## src/isvu_pkg.sv

```systemverilog
package isvu_pkg;
    localparam int N_SRC = 21;
    localparam int N_LVL = 4;
    localparam int LVL_W = 2;
    localparam int PC_W = 20;
    localparam int PSW_W = 16;
    localparam int CTX_W = PC_W + PSW_W;
    localparam int VEC_W = 16;
    localparam int SRC_W = 5;
    localparam int BANK_W = 3;
    localparam int BANK_N = 8;
    localparam int N_TMR = 4;
    localparam int CNT_W = 16;
    localparam int NARROW_W = 8;
    localparam int TMR_SRC_LO = 4;
    localparam int TMR_SRC_HI = 10;
    localparam int N_CMP = TMR_SRC_HI - TMR_SRC_LO + 1;
    // two compare units per timer except timer three, which has one; each a maskable source, timer zero always wide
    localparam int CMP_PER_TMR = 2;
    // ************************************************************
    // sources able to use macro service (reception errors are not)
    // ************************************************************
    localparam logic [N_SRC-1:0] MACRO_CAPABLE = 21'h1bbfff;
    localparam logic [7:0] OPERAND_CHECK_OK = 8'hff;
    localparam logic [2:0] LEVEL_NONE = 3'h4;
    localparam logic [SRC_W-1:0] SRC_BRK = 5'h15;
    localparam logic [SRC_W-1:0] SRC_BANK_SWITCH_BREAK_INSTRUCTION = 5'h16;
    localparam logic [SRC_W-1:0] SRC_OPERR = 5'h17;
    localparam logic [SRC_W-1:0] SRC_NMI = 5'h18;
    localparam logic [SRC_W-1:0] SRC_WDT = 5'h19;
    localparam logic [VEC_W-1:0] VEC_NMI = 16'h0002;
    localparam logic [VEC_W-1:0] VEC_WDT = 16'h0004;
    localparam logic [VEC_W-1:0] VEC_MASK_BASE = 16'h0006;
    localparam logic [VEC_W-1:0] VEC_OPERR = 16'h003c;
    localparam logic [VEC_W-1:0] VEC_BRK = 16'h003e;

    // maskable entries are two bytes apart from the base, in priority order
    function automatic logic [VEC_W-1:0] vector_of(
        input logic [SRC_W-1:0] s);
        case (s)
            SRC_BRK: vector_of = VEC_BRK;
            SRC_OPERR: vector_of = VEC_OPERR;
            SRC_NMI: vector_of = VEC_NMI;
            SRC_WDT: vector_of = VEC_WDT;
            default: vector_of = VEC_MASK_BASE + VEC_W'({s, 1'b0});
        endcase
    endfunction
endpackage

```

## src/bank_store_mem.sv

```systemverilog
`timescale 1ns/1ns
// one word per register bank, read data registered
module bank_store_mem #(
    parameter int W = 16
) (
    input wire logic i_clk,
    input wire logic i_rst,
    input wire logic i_we,
    input wire logic [isvu_pkg::BANK_W-1:0] i_waddr,
    input wire logic [W-1:0] i_wdata,
    input wire logic [isvu_pkg::BANK_W-1:0] i_raddr,
    output logic [W-1:0] o_rdata
);
    import isvu_pkg::*;
    logic [W-1:0] mem [0:BANK_N-1];
    logic [W-1:0] rdata_r;

    always_ff @(posedge i_clk) begin
        if (i_we) begin
            mem[i_waddr] <= i_wdata;
        end
    end

    always_ff @(posedge i_clk or posedge i_rst) begin
        if (i_rst) begin
            rdata_r <= '0;
        end else begin
            rdata_r <= mem[i_raddr];
        end
    end

    assign o_rdata = rdata_r;
endmodule

```

## src/interrupt_source_vector_unit.sv

```systemverilog
`timescale 1ns/1ns
// Behaviour
// four pin edges take priorities zero to three
// third pin edge vectors to 000AH
// timer zero matches raise priorities four, five
// timers one-three compare eight or sixteen bits
// conversion done priority 13, vector 0020H
// channel zero receive request priority 15, 0024H
// channel two receive 002CH, transmit 002EH
// vectored branch fetches fixed table entry
// bad immediate check byte raises operand error
// pin edge raises unmaskable request
// vectored branch pushes counter and status first
// return pops status and counter
// handler addresses stay below 10000H
// context switch saves into bank, branches
// macro service moves data in one cycle; here S_MACRO holds o_macro_req until i_macro_ack, however many cycles
// macro service leaves counter, status untouched
// equal levels granted in default order
// four levels gate nesting; macro never suspended
// watchdog overflow is unmaskable, precedence selectable
// accepted request clears its pending flag
// macro service only for capable maskable sources
module interrupt_source_vector_unit (
    input wire logic i_clk,
    input wire logic i_rst,
    input wire logic [isvu_pkg::N_SRC-1:0] i_mask_req,
    input wire logic [isvu_pkg::N_TMR*isvu_pkg::CNT_W-1:0] i_timer_count,
    input wire logic [isvu_pkg::N_TMR-1:0] i_timer_wide,
    input wire logic [isvu_pkg::N_CMP*isvu_pkg::CNT_W-1:0] i_compare,
    input wire logic i_nmi_edge,
    input wire logic i_watchdog_overflow_request,
    input wire logic i_wdt_first,
    input wire logic i_break_instruction,
    input wire logic i_bank_switch_break_instruction,
    input wire logic [isvu_pkg::BANK_W-1:0] i_bank_switch_break_instruction_bank,
    input wire logic i_imm_store,
    input wire logic [7:0] i_imm_operand,
    input wire logic [7:0] i_imm_check,
    input wire logic i_return_from_interrupt,
    input wire logic i_ctx_return,
    input wire logic [isvu_pkg::BANK_W-1:0] i_ctx_return_bank,
    input wire logic [isvu_pkg::N_SRC-1:0] i_mask,
    input wire logic [isvu_pkg::N_SRC*isvu_pkg::LVL_W-1:0] i_level,
    input wire logic [isvu_pkg::N_SRC-1:0] i_ctx_sel,
    input wire logic [isvu_pkg::N_SRC-1:0] i_macro_sel,
    input wire logic i_irq_enable,
    input wire logic [2:0] i_service_level,
    input wire logic [isvu_pkg::PC_W-1:0] i_pc,
    input wire logic [isvu_pkg::PSW_W-1:0] i_program_status_word,
    input wire logic i_vec_valid,
    input wire logic [isvu_pkg::VEC_W-1:0] i_vec_data,
    input wire logic i_stack_valid,
    input wire logic [isvu_pkg::CTX_W-1:0] i_stack_data,
    input wire logic i_macro_ack,
    input wire logic i_bank_vec_we,
    input wire logic [isvu_pkg::BANK_W-1:0] i_bank_vec_addr,
    input wire logic [isvu_pkg::VEC_W-1:0] i_bank_vec_data,
    output logic o_busy,
    output logic o_stack_push,
    output logic [isvu_pkg::CTX_W-1:0] o_stack_data,
    output logic o_stack_pop,
    output logic o_vec_rd,
    output logic [isvu_pkg::VEC_W-1:0] o_vec_addr,
    output logic o_branch,
    output logic [isvu_pkg::VEC_W-1:0] o_branch_addr,
    output logic o_macro_req,
    output logic [isvu_pkg::SRC_W-1:0] o_macro_src,
    output logic o_resume,
    output logic [isvu_pkg::PC_W-1:0] o_resume_pc,
    output logic [isvu_pkg::PSW_W-1:0] o_resume_psw
);
    import isvu_pkg::*;

    typedef enum logic [8:0] {
        S_IDLE = 9'h001,
        S_PUSH = 9'h002,
        S_FETCH = 9'h004,
        S_BRANCH = 9'h008,
        S_CTX_RD = 9'h010,
        S_MACRO = 9'h020,
        S_POP = 9'h040,
        S_CTX_RET = 9'h080,
        S_RESUME = 9'h100
    } state_e;

    state_e state_r, state_nxt;
    logic [N_SRC-1:0] pend_r, pend_nxt, match_r, hit, req_in, clr_vec;
    logic brk_r, brk_nxt, bank_switch_break_instruction_r, bank_switch_break_instruction_nxt, operr_r, operr_nxt;
    logic nmi_r, nmi_nxt, wdt_r, wdt_nxt;
    logic [BANK_W-1:0] bank_switch_break_instruction_bank_r, bank_switch_break_instruction_bank_nxt;
    logic [SRC_W-1:0] src_r, src_nxt, win, sel_src;
    logic [VEC_W-1:0] vec_addr_r, vec_addr_nxt, br_r, br_nxt, vec_rdata;
    logic [CTX_W-1:0] save_r, save_nxt, res_r, res_nxt, ctx_rdata;
    logic [BANK_W-1:0] sel_bank;
    logic [LVL_W-1:0] win_lvl;
    logic found, sel_valid, sel_ctx, sel_mac, take, take_mask, bad_operand;

    // ************************************************************
    // request capture
    // ************************************************************
    genvar g;
    generate
        for (g = 0; g < N_SRC; g++) begin : g_src
            if (g >= TMR_SRC_LO && g <= TMR_SRC_HI) begin : g_tmr
                localparam int T = (g - TMR_SRC_LO) / CMP_PER_TMR;
                logic [CNT_W-1:0] cnt, cmp;
                assign cnt = i_timer_count[T*CNT_W +: CNT_W];
                assign cmp = i_compare[(g-TMR_SRC_LO)*CNT_W +: CNT_W];
                // timer zero has no narrow mode
                assign hit[g] = (T == 0 || i_timer_wide[T]) ? cnt == cmp :
                    cnt[NARROW_W-1:0] == cmp[NARROW_W-1:0];
            end else begin : g_pin
                assign hit[g] = 1'b0;
            end
            // one request per match, not per cycle the match lasts
            assign req_in[g] = i_mask_req[g] | (hit[g] & ~match_r[g]);
            // a new request beats the clear of the same cycle
            assign pend_nxt[g] = req_in[g] | (pend_r[g] & ~clr_vec[g]);
        end
    endgenerate

    assign bad_operand = i_imm_store &&
        ((i_imm_operand ^ i_imm_check) != OPERAND_CHECK_OK);

    // ************************************************************
    // arbitration
    // ************************************************************
    always_comb begin
        logic [LVL_W-1:0] lv;
        lv = '0;
        win = '0;
        win_lvl = '0;
        found = 1'b0;
        // last hit wins: lowest level, then lowest default number
        for (int l = N_LVL - 1; l >= 0; l--) begin
            for (int i = N_SRC - 1; i >= 0; i--) begin
                lv = i_level[i*LVL_W +: LVL_W];
                // macro sources skip the nesting check
                if (pend_r[i] && !i_mask[i] && lv == LVL_W'(l) &&
                    ((i_macro_sel[i] && MACRO_CAPABLE[i]) ||
                    (i_irq_enable && {1'b0, lv} < i_service_level))) begin
                    win = SRC_W'(i);
                    win_lvl = lv;
                    found = 1'b1;
                end
            end
        end
    end

    always_comb begin
        sel_valid = 1'b1;
        sel_ctx = 1'b0;
        sel_mac = 1'b0;
        sel_bank = bank_switch_break_instruction_bank_r;
        sel_src = win;
        if (operr_r) begin
            sel_src = SRC_OPERR;
        end else if (brk_r) begin
            sel_src = SRC_BRK;
        end else if (bank_switch_break_instruction_r) begin
            sel_src = SRC_BANK_SWITCH_BREAK_INSTRUCTION;
            sel_ctx = 1'b1;
        end else if (wdt_r && (i_wdt_first || !nmi_r)) begin
            sel_src = SRC_WDT;
        end else if (nmi_r) begin
            sel_src = SRC_NMI;
        end else if (found) begin
            // fixed-order table puts pins first, then timers
            sel_ctx = i_ctx_sel[win];
            sel_mac = i_macro_sel[win] && MACRO_CAPABLE[win];
            sel_bank = {1'b0, win_lvl};
        end else begin
            sel_valid = 1'b0;
        end
    end

    // ************************************************************
    // handling sequence
    // ************************************************************
    always_comb begin
        state_nxt = state_r;
        src_nxt = src_r;
        vec_addr_nxt = vec_addr_r;
        br_nxt = br_r;
        save_nxt = save_r;
        res_nxt = res_r;
        take = 1'b0;
        unique case (state_r)
            S_IDLE: begin
                if (i_return_from_interrupt) begin
                    state_nxt = S_POP;
                end else if (i_ctx_return) begin
                    state_nxt = S_CTX_RET;
                end else if (sel_valid) begin
                    take = 1'b1;
                    src_nxt = sel_src;
                    vec_addr_nxt = vector_of(sel_src);
                    save_nxt = {i_program_status_word, i_pc};
                    if (sel_mac) begin
                        state_nxt = S_MACRO;
                    end else if (sel_ctx) begin
                        state_nxt = S_CTX_RD;
                    end else begin
                        state_nxt = S_PUSH;
                    end
                end
            end
            S_PUSH: state_nxt = S_FETCH;
            S_FETCH: begin
                if (i_vec_valid) begin
                    br_nxt = i_vec_data;
                    state_nxt = S_BRANCH;
                end
            end
            S_CTX_RD: begin
                br_nxt = vec_rdata;
                state_nxt = S_BRANCH;
            end
            S_BRANCH: state_nxt = S_IDLE;
            // counter and status stay with the core
            S_MACRO: begin
                if (i_macro_ack) begin
                    state_nxt = S_IDLE;
                end
            end
            S_POP: begin
                if (i_stack_valid) begin
                    res_nxt = i_stack_data;
                    state_nxt = S_RESUME;
                end
            end
            S_CTX_RET: begin
                res_nxt = ctx_rdata;
                state_nxt = S_RESUME;
            end
            S_RESUME: state_nxt = S_IDLE;
        endcase
    end

    assign take_mask = take && sel_src < SRC_W'(N_SRC);
    assign clr_vec = take_mask ? (N_SRC'(1) << win) : '0;

    always_comb begin
        operr_nxt = bad_operand | (operr_r & ~(take && sel_src == SRC_OPERR));
        brk_nxt = i_break_instruction | (brk_r & ~(take && sel_src == SRC_BRK));
        bank_switch_break_instruction_nxt = i_bank_switch_break_instruction |
            (bank_switch_break_instruction_r & ~(take && sel_src == SRC_BANK_SWITCH_BREAK_INSTRUCTION));
        bank_switch_break_instruction_bank_nxt = i_bank_switch_break_instruction ? i_bank_switch_break_instruction_bank :
            bank_switch_break_instruction_bank_r;
        nmi_nxt = i_nmi_edge | (nmi_r & ~(take && sel_src == SRC_NMI));
        wdt_nxt = i_watchdog_overflow_request |
            (wdt_r & ~(take && sel_src == SRC_WDT));
    end

    always_ff @(posedge i_clk or posedge i_rst) begin
        if (i_rst) begin
            state_r <= S_IDLE;
            pend_r <= '0;
            match_r <= '0;
            {operr_r, brk_r, bank_switch_break_instruction_r, nmi_r, wdt_r} <= '0;
            bank_switch_break_instruction_bank_r <= '0;
            src_r <= '0;
            vec_addr_r <= '0;
            br_r <= '0;
            save_r <= '0;
            res_r <= '0;
        end else begin
            state_r <= state_nxt;
            pend_r <= pend_nxt;
            match_r <= hit;
            {operr_r, brk_r, bank_switch_break_instruction_r, nmi_r, wdt_r} <=
                {operr_nxt, brk_nxt, bank_switch_break_instruction_nxt, nmi_nxt, wdt_nxt};
            bank_switch_break_instruction_bank_r <= bank_switch_break_instruction_bank_nxt;
            src_r <= src_nxt;
            vec_addr_r <= vec_addr_nxt;
            br_r <= br_nxt;
            save_r <= save_nxt;
            res_r <= res_nxt;
        end
    end

    // vector held per bank, and the context saved on switching
    bank_store_mem #(.W(VEC_W)) u_bank_vec (
        .i_clk(i_clk),
        .i_rst(i_rst),
        .i_we(i_bank_vec_we),
        .i_waddr(i_bank_vec_addr),
        .i_wdata(i_bank_vec_data),
        .i_raddr(sel_bank),
        .o_rdata(vec_rdata)
    );

    bank_store_mem #(.W(CTX_W)) u_bank_ctx (
        .i_clk(i_clk),
        .i_rst(i_rst),
        .i_we(take && sel_ctx),
        .i_waddr(sel_bank),
        .i_wdata({i_program_status_word, i_pc}),
        .i_raddr(i_ctx_return_bank),
        .o_rdata(ctx_rdata)
    );

    assign o_busy = state_r != S_IDLE;
    assign o_stack_push = state_r == S_PUSH;
    assign o_stack_data = save_r;
    assign o_stack_pop = state_r == S_POP;
    assign o_vec_rd = state_r == S_FETCH;
    assign o_vec_addr = vec_addr_r;
    assign o_branch = state_r == S_BRANCH;
    assign o_branch_addr = br_r;
    assign o_macro_req = state_r == S_MACRO;
    assign o_macro_src = src_r;
    assign o_resume = state_r == S_RESUME;
    assign o_resume_pc = res_r[PC_W-1:0];
    assign o_resume_psw = res_r[PC_W +: PSW_W];
endmodule

```

## config.mk

```make
export PLATFORM = sky130hd
export DESIGN_NAME = interrupt_source_vector_unit
export DESIGN_NICKNAME = d
export VERILOG_FILES = /design/src/isvu_pkg.sv /design/src/bank_store_mem.sv /design/src/interrupt_source_vector_unit.sv
export SDC_FILE = /design/constraint.sdc
export NUM_CORES = 1
export LEC_CHECK = 0
export BUFFER_PORTS_ARGS = -buffer_cell sky130_fd_sc_hd__buf_2
export CORE_MARGIN = 2
export CORE_UTILIZATION = 50
export CTS_CLUSTER_DIAMETER = 100
export DETAILED_ROUTE_END_ITERATION = 12
export PLACE_DENSITY = 0.76
export SETUP_SLACK_MARGIN = 0.3
export SYNTH_ARGS = -nofsm -noshare
export SYNTH_HDL_FRONTEND = slang
export SYNTH_SLANG_ARGS = --single-unit
```

## constraint.sdc

```tcl
create_clock -name i_clk -period 7.5 [get_ports i_clk]
set_clock_uncertainty 0.1 [all_clocks]
set_input_delay 2.25 -clock i_clk [delete_from_list [all_inputs] [get_ports i_clk]]
set_output_delay 2.25 -clock i_clk [all_outputs]
set_load 0.05 [all_outputs]
```

After elaboration in Yosys (flattened, before gate mapping):

Memory sizes are Yosys's and may differ from the RTL's. A register that Yosys moved wholly into a read port is not among the register bits.
Cells that the tools add are included.
Widths: inputs -> output; s select.

* memories: 3
* RAM bits: 416
* ROM bits: 32
* bits of input ports: 453
* register bits after elaboration: 154
* logic and storage cells: 843

Memories
* u_bank_ctx.mem: depth 8, bits a word 36, rd ports 1, clocked after memory_dff 1, write ports 1, line bank_store_mem.sv:15 `logic [W-1:0] mem [0:BANK_N-1];`
* u_bank_vec.mem: depth 8, bits a word 16, rd ports 1, clocked after memory_dff 1, write ports 1, line bank_store_mem.sv:15
* (no name shown): depth 32, bits a word 1, rd ports 1, clocked after memory_dff 0, write ports 0, line interrupt_source_vector_unit.sv:171 `sel_mac = i_macro_sel[win] && MACRO_CAPABLE[win];`

* muxes and demuxes: 314
* equality and inequality tests: 95
* magnitude comparators: 23
* shift-type cells: 1
* reduce and logical (&&, ||, !) cells: 290
* add/sub/neg operators: 1
* bitwise operators: 102

Operators by type and width (number)
* $mux 5: 90
* $logic_and 1x1->1: 220
* $mux 2: 84
* $mux 1: 118
* $eq 16x16->1: 7
* $eq 2x2->1 const B: 42
* $pmux 36 s2: 1
* $pmux 9 s8: 1
* $lt 2x3->1: 21
* $mux 9: 6
* $eq 2x1->1 const B: 21
* $logic_not 2->1: 21
* $eq 8x8->1: 5
* $mux 36: 1
* $not 1->1: 35
* $and 1x1->1: 33
* $or 1x1->1: 33
* $pmux 16 s2: 1
* $pmux 7 s4: 1
* $eq 5x5->1 const B: 5
* $logic_not 1->1: 22
* $mux 21: 1
* $shl 1x5->21 const A: 1
* $logic_or 1x1->1: 20
* 25 further kinds: 36

Logic depth before layout (Yosys ltp):

* depth after elaboration: 103
* mapped depth: 22
* gate-level depth less buffers: 19

Cells and area by module:

A second synthesis with hierarchy kept.

* cells, all modules: 2041
* area total of the unflattened synthesis: 29324.4 um2

Modules (own cells, without submodules)
* bank_store_mem (u_bank_ctx): area each 12046.6 um2, cells each 466, sequential area each 9549.2 um2, times used 1
* interrupt_source_vector_unit: area each 11900.2 um2, cells each 1360, sequential area each 3604.7 um2, times used 1
* bank_store_mem (u_bank_vec): area each 5377.7 um2, cells each 215, sequential area each 4244.1 um2, times used 1

Least setup slack after synthesis:

OpenSTA, ideal clock, no wires.

* path kind: input-to-reg
* start point: input port i_service_level[1]
* end point: memory u_bank_ctx.mem[5][0] (netlist bit), enable pin
* stages: 14
* buffers on the path: 1
* library setup time: 0.519 ns
* data arrival time: 9.282 ns
* data required time: 6.881 ns
* slack: -2.401 ns
* cells stage by stage: inv_1 > ha_1 > or2_2 > a2111oi_1 > a211oi_1 > o311ai_1 > a221oi_1 > o41ai_1 > nand3_1 > buf_1 > mux2_2 > o211ai_2 > nand4_4 > nor4_1

* longest elaborated chain between the ends: 101
* elaborated cells between the ends (all ways): 424
* classes of those cells: order compare (21); mux (278); reduce/logical (125)

RTL lines
* start, declared: line interrupt_source_vector_unit.sv:48 `input wire logic [2:0] i_service_level,`
* branches (longest 101 deep; another with $lt 2x3->1)
* end, declared: line bank_store_mem.sv:15

Parallel ways; which one is timed is not known. The select of a mux whose other input is x is not followed.

Worst setup path after layout:

* start point: input port i_service_level[1]
* end point: memory u_bank_ctx.mem[3][27] (netlist bit), enable pin

Same word-level chain as after synthesis.

==> summary.md <==
| Metric | Value |
|---|---|
| FF-to-FF path depth | `17` |
| Tot GR Track Use | `30.9%` |
| Max-cap violation count | `0` |
| Grt total ovfl | `0` |
| Fill cell count | `4,258` |
| Sequential share of the synthesized area | `60.1%` |
| Hold buffers post-CTS | `0` |
| Postcts setup bufs | `0` |
| P_leak | `0.0148 uW` |
| Number of placed I/O pins | `569` |
| 1st-iter DRT viols | `1,829` |
| Arrival time at the worst endpoint | `7210 ps` |
| Share of layout cells above drive strength 1 | `38.9%` |
| Routed WL per cell | `25.4 um` |
| Relative slew slack | `23.8%` |
| Post_cts resized | `0` |
| Critical path required time | `7730 ps` |
| First-pass GRT wire length | `137 mm` |
| Fmax achieved | `143 MHz` |
| Std cell rows | `88` |
| Vias in the first global route | `22,100` |
| Main synth FF type | `edfxtp_1` |
| Synth unique cells | `101` |
| Placement Cell Area | `34,500 um2` |
| Synth async-reset ratio | `32.0%` |
| Multi-input logic area | `11,300 um2` |
| Detail Placement HPWL | `69.2 mm` |
| CTS clk-pin slew, worst paths | `60 ps` |
| Pin count of the biggest net entering global routing | `144` |
| Die X | `245 um` |
| Die area | `59,800 um2` |
| Worst Tran Pin Value | `1140 ps` |
| RSZ-0062 raised after global routing | `no` |
| Crit Path Max Fanout | `36` |
| DR vias/cell | `5.96` |
| Clock Latency Late Sink | `600 ps` |
| Ys Warns | `0` |
| Pre-Repair DR Iteration Count | `5` |
| Routability congestion estimate | `0.995` |
| Final setup fails | `0` |
| CTS Root Cell | `clkbuf_16` |
| Die Ht | `245 um` |
| Non-Filler Instances | `3,694` |
| Initial antenna violation count | `12` |
| Hold Vio Cnt, Final | `0` |
| Total placed cells including tap cells | `3,567` |
| DRT antenna net count | `0` |
| Setup Crit Path Kind | `input port to register` |
| HP Class | `register to register` |
| Cell Area, Synth | `28,900 um2` |
| CP endpoint kind | `register` |
| VDD IR max | `0.000244 V` |
| CTS tree | `done` |
| CP Launch Type | `input port` |
| Synth Register Bits | `612` |
| Mapped Avg Cell Area | `13.7 um2` |
| Post-Syn Instances | `2,114` |
| Port Buffer Count | `555` |
| Fin area | `36,700 um2` |
| Tmin final | `6980 ps` |
| Core footprint | `57,500 um2` |
| Syn-to-layout area delta | `27.0%` |
| Final setup TNS | `0 ps` |
| Starting density of the core | `50.4%` |
| Clock Path Buffers | `3` |
| Final core occ | `63.9%` |
| Status | `finished, final reports clean` |
| H-tree depth | `3` |
| Register area | `17,400 um2` |
| Nets | `3,349` |
| EDFF count, synth | `416` |
| Power per cell area | `274 nW/um2` |
| Routed WL | `93.8 mm` |
| Final Cycle Share | `93.0%` |
| Slew Limit Fails | `0` |
| Hold Path Cell Cnt | `2` |
| Routed vias | `22,000` |
| DRC Markers | `0` |
| Clock sinks | `612` |
| Total CTS buffers | `66` |
[per-stage QoR]
stage               hold WS [ps]  total power, uW  setup slack [ps]
floorplan                    356             5860             -37.3
global route                 411            10400               363
CTS                          379            10100               326
global placement             358             6720              -190
detailed placement           365             6790              -256
finish                       378            10100               522
[Yosys cell counts, drive strengths merged, types with 18 or more instances]
library cell	count	area share, %
edfxtp	416	43
dfrtp	195	17
nand2	178	2.3
o21ai	107	1.9
mux2i	90	3.1
mux2	83	3.2
xnor2	83	2.5
mux4	82	6.4
nor2	82	1.1
a21oi	50	0.88
buf	49	1.1
clkbuf	41	0.53
inv	40	0.52
nand2b	40	0.86
xor2	40	1.2
nor4	38	0.82
nor3	33	0.59
a211oi	31	0.84
nand4	30	0.70
a21o	26	0.67
ha	26	1.1
nand3	26	0.45
or3	26	0.58
nand3b	19	0.51
o22ai	19	0.41
nor2b	18	0.39
or2	18	0.40
[layout by cell type (no fill, tap or decap), types with 13 or more instances in the layout]
cell type | netlist | layout
a211oi_1 | 29 | 27
a21o_1 | 26 | 26
a21oi_1 | 49 | 46
a221o_1 | 13 | 13
buf_12 | 0 | 21
buf_2 | 12 | 554
buf_4 | 14 | 194
clkbuf_16 | 0 | 67
clkinv_2 | 0 | 14
dfrtp_1 | 195 | 195
edfxtp_1 | 416 | 416
ha_1 | 26 | 21
inv_1 | 40 | 38
mux2_2 | 80 | 79
mux2i_1 | 90 | 89
mux4_2 | 82 | 82
nand2_1 | 177 | 177
nand2b_1 | 40 | 39
nand3_1 | 26 | 24
nand3b_1 | 18 | 18
nand4_1 | 29 | 29
nor2_1 | 81 | 73
nor2b_1 | 18 | 18
nor3_1 | 32 | 27
nor3b_1 | 13 | 13
nor4_1 | 38 | 33
o21ai_0 | 85 | 84
o21ai_1 | 22 | 23
o22ai_1 | 19 | 19
or2_2 | 15 | 15
or3_1 | 25 | 25
or3b_2 | 16 | 16
xnor2_1 | 83 | 83
xor2_1 | 40 | 40
[registers in the layout, summed over array words and instances, names as in the netlist]
register / flops
u_bank_ctx.o_rdata: 36
res_r: 36
nmi_r: 1
u_bank_vec.o_rdata: 16
wdt_r: 1
bank_switch_break_instruction_r: 1
u_bank_vec.mem: 128
o_macro_src: 5
bank_switch_break_instruction_bank_r: 3
match_r: 7
state_r: 9
o_stack_data: 36
operr_r: 1
u_bank_ctx.mem: 288
o_vec_addr: 6
o_branch_addr: 16
brk_r: 1
pend_r: 21
[critical path, cell delays in order]
cell        delay [ps]
buf_2              110
clkinvlp_4         130
buf_4              210
buf_4              160
ha_1               290
or2_2              330
a211o_1            320
o21ai_1            340
a2111oi_0          150
nor4b_1            420
buf_4              180
o41ai_2             60
buf_4              160
nand3_1             70
buf_4              160
mux4_2             610
a2111oi_2          450
o31ai_2            160
nand4_4            190
buf_4              170
nor4_4              50
buf_12             220
[cell families (layout without fill, tap and decap cells)]
logic type                 count (synthesis)  after routing  synth area share (%)
xor gates and xnor gates                 123            123                  3.72
buffers and inverters                    130            928                  2.10
adders and majority gates                 26             26                  1.12
and+or+nand+nor                          606            606                  11.6
AOI/OAI and AO/OA                        361            361                  8.58
muxes                                    255            255                  12.7
other                                      1             18                0.0130
DFF                                      612            612                  60.1
[final timing paths]
kind	startpoint	slack, ps	to
min in group asynchronous	i_rst	1450	res_r[8]$_DFFE_PP0P_
worst min-delay path	res_r[2]$_DFFE_PP0P_	380	res_r[2]$_DFFE_PP0P_
worst min register to register	res_r[2]$_DFFE_PP0P_	380	res_r[2]$_DFFE_PP0P_
worst max-delay path	i_service_level[1]	520	u_bank_ctx.mem[3][27]$_DFFE_PP_
worst max register to register	pend_r[1]$_DFF_PP0_	2480	u_bank_ctx.mem[0][27]$_DFFE_PP_
max in group asynchronous	i_rst	4670	u_bank_vec.o_rdata[7]$_DFF_PP0_
[layout make-up]
class                           count  area share [%]
Sequential cell                   612            47.3
Multi-Input combinational cell   1381            30.8
Timing Repair Buffer              769            12.7
Clock buffer                       75            4.73
Tap cell                          765            2.60
Clock inverter                     44            1.36
Inverter                           40           0.429
Antenna cell                        8          0.0545
[report_power, final]
group / internal [uW] / switching, uW / total, uW
logic: 832 / 1860 / 2700
registers: 3910 / 153 / 4070
clock network: 1930 / 1370 / 3310
[per-layer routing]
layer | vias to the layer above | track usage (%) | routed length, um
li1 | 9697 | - | -
met1 | 11100 | 39.7 | 37000
met2 | 992 | 50.6 | 46000
met3 | 193 | 6.92 | 7280
met4 | 8 | 13.1 | 3520
met5 | - | 0 | 46
No activity file was read; power rests on OpenSTA's default activity.
